`src/errpin_pkg.sv`:
```
// constants and register map for the error pin and status append block
//
// Contract
// - with sync select clear, pin function comes from error-pin function field
// - function field 10 makes the shared pin an open-drain error output
// - error output pulls low when any of three error flags is set
// - function field 01 makes the pin an active-low error input
// - error input inverted and ORed into the conversion-error flag
// - error input level readable through the error-input level bit
// - function field 00 disables both error input and error output
// - function field 11 makes the pin a general-purpose output
// - when appending is enabled every result carries the status byte
// - status byte low two bits hold channel, plus error flags
// - temperature sensor selectable through the input mux like a channel
// - checksum error flag clears when status is explicitly read
// - conversion error holds while over/undervoltage lasts, not cleared by data read
package errpin_pkg;

  // ----------------------------------------------------------------
  // register byte offsets (wishbone word aligned)
  // ----------------------------------------------------------------
  localparam logic [7:0] ADDR_STATUS   = 8'h00;
  localparam logic [7:0] ADDR_CONFIG   = 8'h04;
  localparam logic [7:0] ADDR_DATA     = 8'h08;
  localparam logic [7:0] ADDR_IRQ_STAT = 8'h0C;
  localparam logic [7:0] ADDR_IRQ_MASK = 8'h10;

  // ----------------------------------------------------------------
  // status byte fields
  // ----------------------------------------------------------------
  localparam int ST_RDY      = 7;
  localparam int ST_CONV_ERR = 6;
  localparam int ST_CRC_ERR  = 5;
  localparam int ST_REG_ERR  = 4;
  localparam int ST_ERR_LVL  = 2;

  // ----------------------------------------------------------------
  // pin config register fields
  // ----------------------------------------------------------------
  localparam int CFG_GP_DATA = 0;
  localparam int CFG_FUNC_LO = 1;
  localparam int CFG_SYNC_EN = 3;
  localparam int CFG_APPEND  = 4;
  localparam int CFG_TEMP    = 5;
  localparam logic [5:0] CFG_RESET = 6'h08;

  // interrupt events: conversion error, crc error, reg error, result
  localparam int IRQ_W = 4;

  // ----------------------------------------------------------------
  // error pin functions
  // ----------------------------------------------------------------
  typedef enum logic [1:0] {
    FUNC_OFF  = 2'b00,
    FUNC_IN   = 2'b01,
    FUNC_OUT  = 2'b10,
    FUNC_GPIO = 2'b11
  } pin_func_type;

  localparam logic [1:0] CH_TEMP = 2'h3;

endpackage : errpin_pkg

```
`src/error_pin_and_status_append.sv`:
```
// error pin control, status byte and status append for converter results
`timescale 1ns/1ps
`default_nettype none
module error_pin_and_status_append
  import errpin_pkg::*;
#(
  parameter int DATA_W = 24
) (
  // clock and reset
  input  wire logic              clk_i,
  input  wire logic              rst_i,
  // wishbone slave
  input  wire logic              cyc_i,
  input  wire logic              stb_i,
  input  wire logic              we_i,
  input  wire logic [7:0]        adr_i,
  input  wire logic [3:0]        sel_i,
  input  wire logic [31:0]       dat_i,
  output logic      [31:0]       dat_o,
  output logic                   ack_o,
  // converter core side
  input  wire logic              conv_valid_i,
  input  wire logic [DATA_W-1:0] conv_data_i,
  input  wire logic [1:0]        conv_chan_i,
  input  wire logic              conv_range_err_i,
  input  wire logic              crc_err_set_i,
  input  wire logic              reg_err_i,
  output logic                   temp_sel_o,
  // shared sync/error pin
  input  wire logic              err_pin_i,
  output logic                   err_pin_o,
  output logic                   err_pin_oe_n_o,
  output logic                   sync_en_o,
  // result stream
  output logic                   res_valid_o,
  output logic [DATA_W+7:0]      res_data_o,
  output logic                   res_has_status_o,
  // interrupt
  output logic                   irq_o
);

  // ----------------------------------------------------------------
  // registers
  // ----------------------------------------------------------------
  logic [5:0]        pin_config_register;
  logic              crc_err;
  logic [1:0]        chan;
  logic              rdy_n;
  logic [DATA_W-1:0] data;
  logic [IRQ_W-1:0]  irq_stat;
  logic [IRQ_W-1:0]  irq_mask;

  // ----------------------------------------------------------------
  // decode
  // ----------------------------------------------------------------
  wire logic req       = cyc_i & stb_i & ~ack_o;
  wire logic wr        = req & we_i & sel_i[0];
  wire logic rd        = req & ~we_i;
  wire logic hit_stat  = adr_i == ADDR_STATUS;
  wire logic hit_cfg   = adr_i == ADDR_CONFIG;
  wire logic hit_data  = adr_i == ADDR_DATA;
  wire logic hit_istat = adr_i == ADDR_IRQ_STAT;
  wire logic hit_imask = adr_i == ADDR_IRQ_MASK;

  wire logic sync_en = pin_config_register[CFG_SYNC_EN];
  wire pin_func_type func = pin_func_type'(
    pin_config_register[CFG_FUNC_LO+1:CFG_FUNC_LO]);
  wire logic err_in_mode = ~sync_en & (func == FUNC_IN);
  wire logic err_out_mode = ~sync_en & (func == FUNC_OUT);
  wire logic gpio_mode = ~sync_en & (func == FUNC_GPIO);

  // pin level only counts in input mode; otherwise it is ignored
  wire logic error_input_level = err_in_mode & err_pin_i;
  wire logic ext_err = err_in_mode & ~err_pin_i;
  // live flag, holds while the fault lasts; a data read cannot clear it
  wire logic conv_err = conv_range_err_i | ext_err;
  wire logic any_err = conv_err | crc_err | reg_err_i;

  wire logic [7:0] status_byte = {rdy_n, conv_err, crc_err, reg_err_i,
                                  1'b0, error_input_level, chan};

  wire logic [IRQ_W-1:0] irq_ev = {conv_valid_i, reg_err_i,
                                   crc_err_set_i, conv_err};

  // ----------------------------------------------------------------
  // read mux; unmapped addresses read zero and still ack
  // ----------------------------------------------------------------
  wire logic [31:0] rd_mux =
    hit_stat  ? {24'h000000, status_byte} :
    hit_cfg   ? {26'h0000000, pin_config_register} :
    hit_data  ? {{(32-DATA_W){1'b0}}, data} :
    hit_istat ? {{(32-IRQ_W){1'b0}}, irq_stat} :
    hit_imask ? {{(32-IRQ_W){1'b0}}, irq_mask} : 32'h00000000;

  // ----------------------------------------------------------------
  // bus slave, one wait-free cycle: ack the edge after the request
  // ----------------------------------------------------------------
  always_ff @(posedge clk_i) begin
    if (rst_i) begin
      ack_o <= 1'b0;
      dat_o <= 32'h00000000;
    end else begin
      ack_o <= req;
      if (rd) begin
        dat_o <= rd_mux;
      end
    end
  end

  always_ff @(posedge clk_i) begin
    if (rst_i) begin
      pin_config_register <= CFG_RESET;
      irq_mask            <= '0;
    end else if (wr && hit_cfg) begin
      pin_config_register <= dat_i[5:0];
    end else if (wr && hit_imask) begin
      irq_mask <= dat_i[IRQ_W-1:0];
    end
  end

  // ----------------------------------------------------------------
  // status flags
  // ----------------------------------------------------------------
  // a new crc error in the read cycle wins over the read clear
  always_ff @(posedge clk_i) begin
    if (rst_i) begin
      crc_err <= 1'b0;
    end else if (crc_err_set_i) begin
      crc_err <= 1'b1;
    end else if (rd && hit_stat) begin
      crc_err <= 1'b0;
    end
  end

  // ready-low goes high again once the data register is read
  always_ff @(posedge clk_i) begin
    if (rst_i) begin
      rdy_n <= 1'b1;
      chan  <= 2'h0;
      data  <= '0;
    end else if (conv_valid_i) begin
      rdy_n <= 1'b0;
      chan  <= conv_chan_i;
      data  <= conv_data_i;
    end else if (rd && hit_data) begin
      rdy_n <= 1'b1;
    end
  end

  always_ff @(posedge clk_i) begin
    if (rst_i) begin
      irq_stat <= '0;
    end else begin
      irq_stat <= irq_ev | (irq_stat &
                  ~((wr && hit_istat) ? dat_i[IRQ_W-1:0] : '0));
    end
  end

  // a set mask bit silences its event; the status bit still records it
  assign irq_o = |(irq_stat & ~irq_mask);

  // ----------------------------------------------------------------
  // result stream; status taken from the live flags at this result
  // ----------------------------------------------------------------
  wire logic append = pin_config_register[CFG_APPEND];
  wire logic [7:0] app_byte = {1'b0, conv_err, crc_err, reg_err_i,
                               1'b0, error_input_level, conv_chan_i};

  always_ff @(posedge clk_i) begin
    if (rst_i) begin
      res_valid_o      <= 1'b0;
      res_data_o       <= '0;
      res_has_status_o <= 1'b0;
    end else begin
      res_valid_o <= conv_valid_i;
      if (conv_valid_i) begin
        res_has_status_o <= append;
        res_data_o <= append ? {conv_data_i, app_byte}
                             : {8'h00, conv_data_i};
      end
    end
  end

  // ----------------------------------------------------------------
  // pin driver; error output is open drain and only pulls low, gpio mode drives both levels
  // ----------------------------------------------------------------
  always_ff @(posedge clk_i) begin
    if (rst_i) begin
      err_pin_o      <= 1'b1;
      err_pin_oe_n_o <= 1'b1;
    end else if (err_out_mode) begin
      err_pin_o      <= 1'b0;
      err_pin_oe_n_o <= ~any_err;
    end else if (gpio_mode) begin
      err_pin_o      <= pin_config_register[CFG_GP_DATA];
      err_pin_oe_n_o <= 1'b0;
    end else begin
      err_pin_o      <= 1'b1;
      err_pin_oe_n_o <= 1'b1;
    end
  end

  assign sync_en_o  = sync_en;
  assign temp_sel_o = pin_config_register[CFG_TEMP];
endmodule : error_pin_and_status_append
`default_nettype wire

```
`config.mk`:
```
export PLATFORM = sky130hd
export DESIGN_NAME = error_pin_and_status_append
export DESIGN_NICKNAME = d
export VERILOG_FILES = /design/src/errpin_pkg.sv /design/src/error_pin_and_status_append.sv
export SDC_FILE = /design/constraint.sdc
export NUM_CORES = 1
export LEC_CHECK = 0
export BUFFER_PORTS_ARGS = -buffer_cell sky130_fd_sc_hd__buf_2
export CAP_MARGIN = 20
export CORE_MARGIN = 3
export CORE_UTILIZATION = 51
export CTS_BUF_LIST = sky130_fd_sc_hd__clkbuf_4 sky130_fd_sc_hd__clkbuf_8 sky130_fd_sc_hd__clkbuf_16
export CTS_CLUSTER_DIAMETER = 120
export DETAILED_ROUTE_END_ITERATION = 6
export PLACE_DENSITY = 0.82
export SYNTH_ARGS = -nofsm -noshare
export SYNTH_HDL_FRONTEND = slang
export SYNTH_SLANG_ARGS = --single-unit
```
`constraint.sdc`:
```
create_clock -name clk_i -period 4.9 [get_ports clk_i]
set_clock_uncertainty 0.2 [all_clocks]
set_input_delay 0.98 -clock clk_i [delete_from_list [all_inputs] [get_ports clk_i]]
set_output_delay 0.98 -clock clk_i [all_outputs]
set_load 0.02 [all_outputs]
```
==> impl_metrics.ini <==
[run_status]
outcome = completed

[global_routing]
antenna_found_initial = 0
grt_pass1_vias = 3381
overflow = 0
grt_pass1_wl_um = 16660
grt_max_degree = 79
grt.total_usage_pct = 23.75

[cts]
cts_tree = yes
cts_buffers = 9
clk_latency_ps = 370
path_clk_slew_ps = 80
cts_resized = 0
cts_hold_buf = 0
cts_setup_buffers = 0
htreeDepth = 3
clockRootBuffer = clkbuf_8
clockBufferDepth = 2
clock_sinks = 103

[floorplan]
die_x_um = 95.84
core-area_mm2 = 0.007767
initial_utilization_pct = 53.00
die-area_mm2 = 0.009185
fp-row-count = 32
die_height_um = 95.84
io_pins = 152

[routing]
drc = 0
drt_wl_total_um = 10860
first_pass_iters = 5
wl_per_cell_um = 17.02
via_per_inst = 5.724
ant_nets = 0
num_vias = 3652
drt_iter0_drc = 195

[min_path]
min_path_type = flop to flop
hold_depth = 2
hold_path.startpoint = res_data_o[6]

[synthesis]
synth-edff-count = 0
syn-cell-area_mm2 = 0.004116
yosysMostFrequentCell = dfxtp_1
synth_area_leaders = dfxtp_1 50%, mux2i_1 14%, nor2_1 7.5%
yosys_warnings = 0
synth_cell_types = 43
synth.top_cell.area_share_pct = 50.09
synth-seq-cells = 103
synthArstFlopShare_pct = 0
syn_avg_cell_area_um2 = 9.618
synth_ff_type = dfxtp_1
synth_top_cell_by_area = dfxtp_1
yosysSeqAreaShare_pct = 50.09
ys_top_cells_by_count = 103 x dfxtp_1, 82 x nor2_1, 56 x mux2i_1
syn_inst = 428

[pwr]
peakVddDrop_mv = 0.1659
power_density_mw_per_mm2 = 331.1
p_leak_uw = 0.002188

[placed_design]
portBuffers = 114
place_area_mm2 = 0.004732
post-dp-hpwl_um = 7851
place_congestion = 0.9558
dp.cells = 623

[setup_path]
r2r_slack_ps = 2680
cp.depth = 5
path_cells = buf_2, nor4_1, nand4_1, mux2i_1, nor2_1
critical-path-top-delay-family = simple AND/OR/NAND/NOR gates
crit_type = primary input to flop
crit_fanout = 16
reg2reg_from = ack_o
cp_slowest_cell = nor4_1
end_kind = flop
critical_path.n_buffers_inverters = 1
critical_path_required_ps = 4930
max_stage_delay_ps = 870
setup.worst_path.start = adr_i[2]
startpoint_type = primary input
worst_ep_arrival_time_ps = 3000
reg2reg_depth = 6

[timing]
slew_viol_final = 0
tns_ps = 0
maxSlewHeadroom_pct = 33.00
grt_setup_unrepaired = false
fmax_ghz = 0.3363
period_minus_slack_ps = 2974
fin_crit_sh_pct = 60.69
finalSetupViolCount = 0
finalHoldViolCount = 0
worst_slew_pin_slew_ps = 995.8

[cells_and_area]
fillers = 689
layout.cells.non_filler = 638
design_area_mm2 = 0.004952
drive_above_1_share_pct = 25.93
num_antenna_cells = 0
syn_to_final_growth_pct = 20.30
nets = 612

[run]
drv_cap = 0
[through the flow]
stage / power, µW / util (%) / hold WS, ps / worst slack [ps]
after floorplan: 1010 / - / 235.4 / 2283
after global placement: 1071 / 60.78 / 245.8 / 1635
after detailed placement: 1076 / 60.92 / 254.7 / 1638
after CTS: 1650 / 63.76 / 272.4 / 1980
after global routing: 1708 / 63.76 / 295.0 / 1768
final: 1640 / 63.76 / 272.8 / 1926
[worst register-to-register path, stage by stage, from the launching register on]
cell      delay (ps)
dfxtp_1          350
nor4bb_1         270
buf_4            220
nand4_1          160
nor2_1           620
buf_6            230
a22o_1           130
[sequential cells by signal, summed over array words and instances (netlist names), 2 cells and up]
register and count:
res_data_o 32, dat_o 24, data 24, pin_config_register 6, irq_mask 4, irq_stat 4
chan 2
[cells in the final DEF (no fill, tap or decap), types with 11 or more instances in the layout]
cell type  count
nand2_1       18
a22oi_1       11
nor2_1        82
buf_2        114
o21ai_0       12
a211oi_1      20
mux2i_1       56
a22o_1        16
dfxtp_1      103
[report_power, final]
group	total [µW]	switching, µW	internal (µW)
clock	581	281	300
sequential	886	17.8	868
combinational	173	111	62.0
total	1640	410	1230
[logic make-up (layout without fill, tap and decap cells)]
| logic type | count (synthesis) | in the layout | share of synthesized area [%] |
|---|---|---|---|
| DFF | 103 | 103 | 50.09 |
| other | 1 | 8 | 0.09110 |
| buffers and inverters | 46 | 147 | 5.015 |
| AOI/OAI and AO/OA | 93 | 93 | 16.66 |
| muxes | 56 | 56 | 13.62 |
| and+or+nand+nor | 129 | 129 | 14.53 |
[cell type report]
class	count	area (µm²)	area share, %
clock buffers	10	137.6	2.779
clock inverters	5	82.58	1.668
inverters	11	41.29	0.8338
multi-input cells	286	1874	37.85
flip-flops and latches	103	2062	41.64
well taps	102	127.6	2.577
repair buffers	121	626.9	12.66
[worst paths after layout]
kind / to
worst max-delay path: irq_mask[2]
worst min-delay path: res_data_o[6]
worst max register to register: dat_o[18]
worst min register to register: res_data_o[6]
[per-layer routing]
metal  global-route usage (%)  wire [µm]  share of wire [%]
met1                    32.35       4861                 45
met2                    36.54       4987                 46
met3                    5.786        762                7.0
met4                    8.768        246                2.3
met5                        0          0                  0
Note: power is estimated with default switching activity, not from simulation.
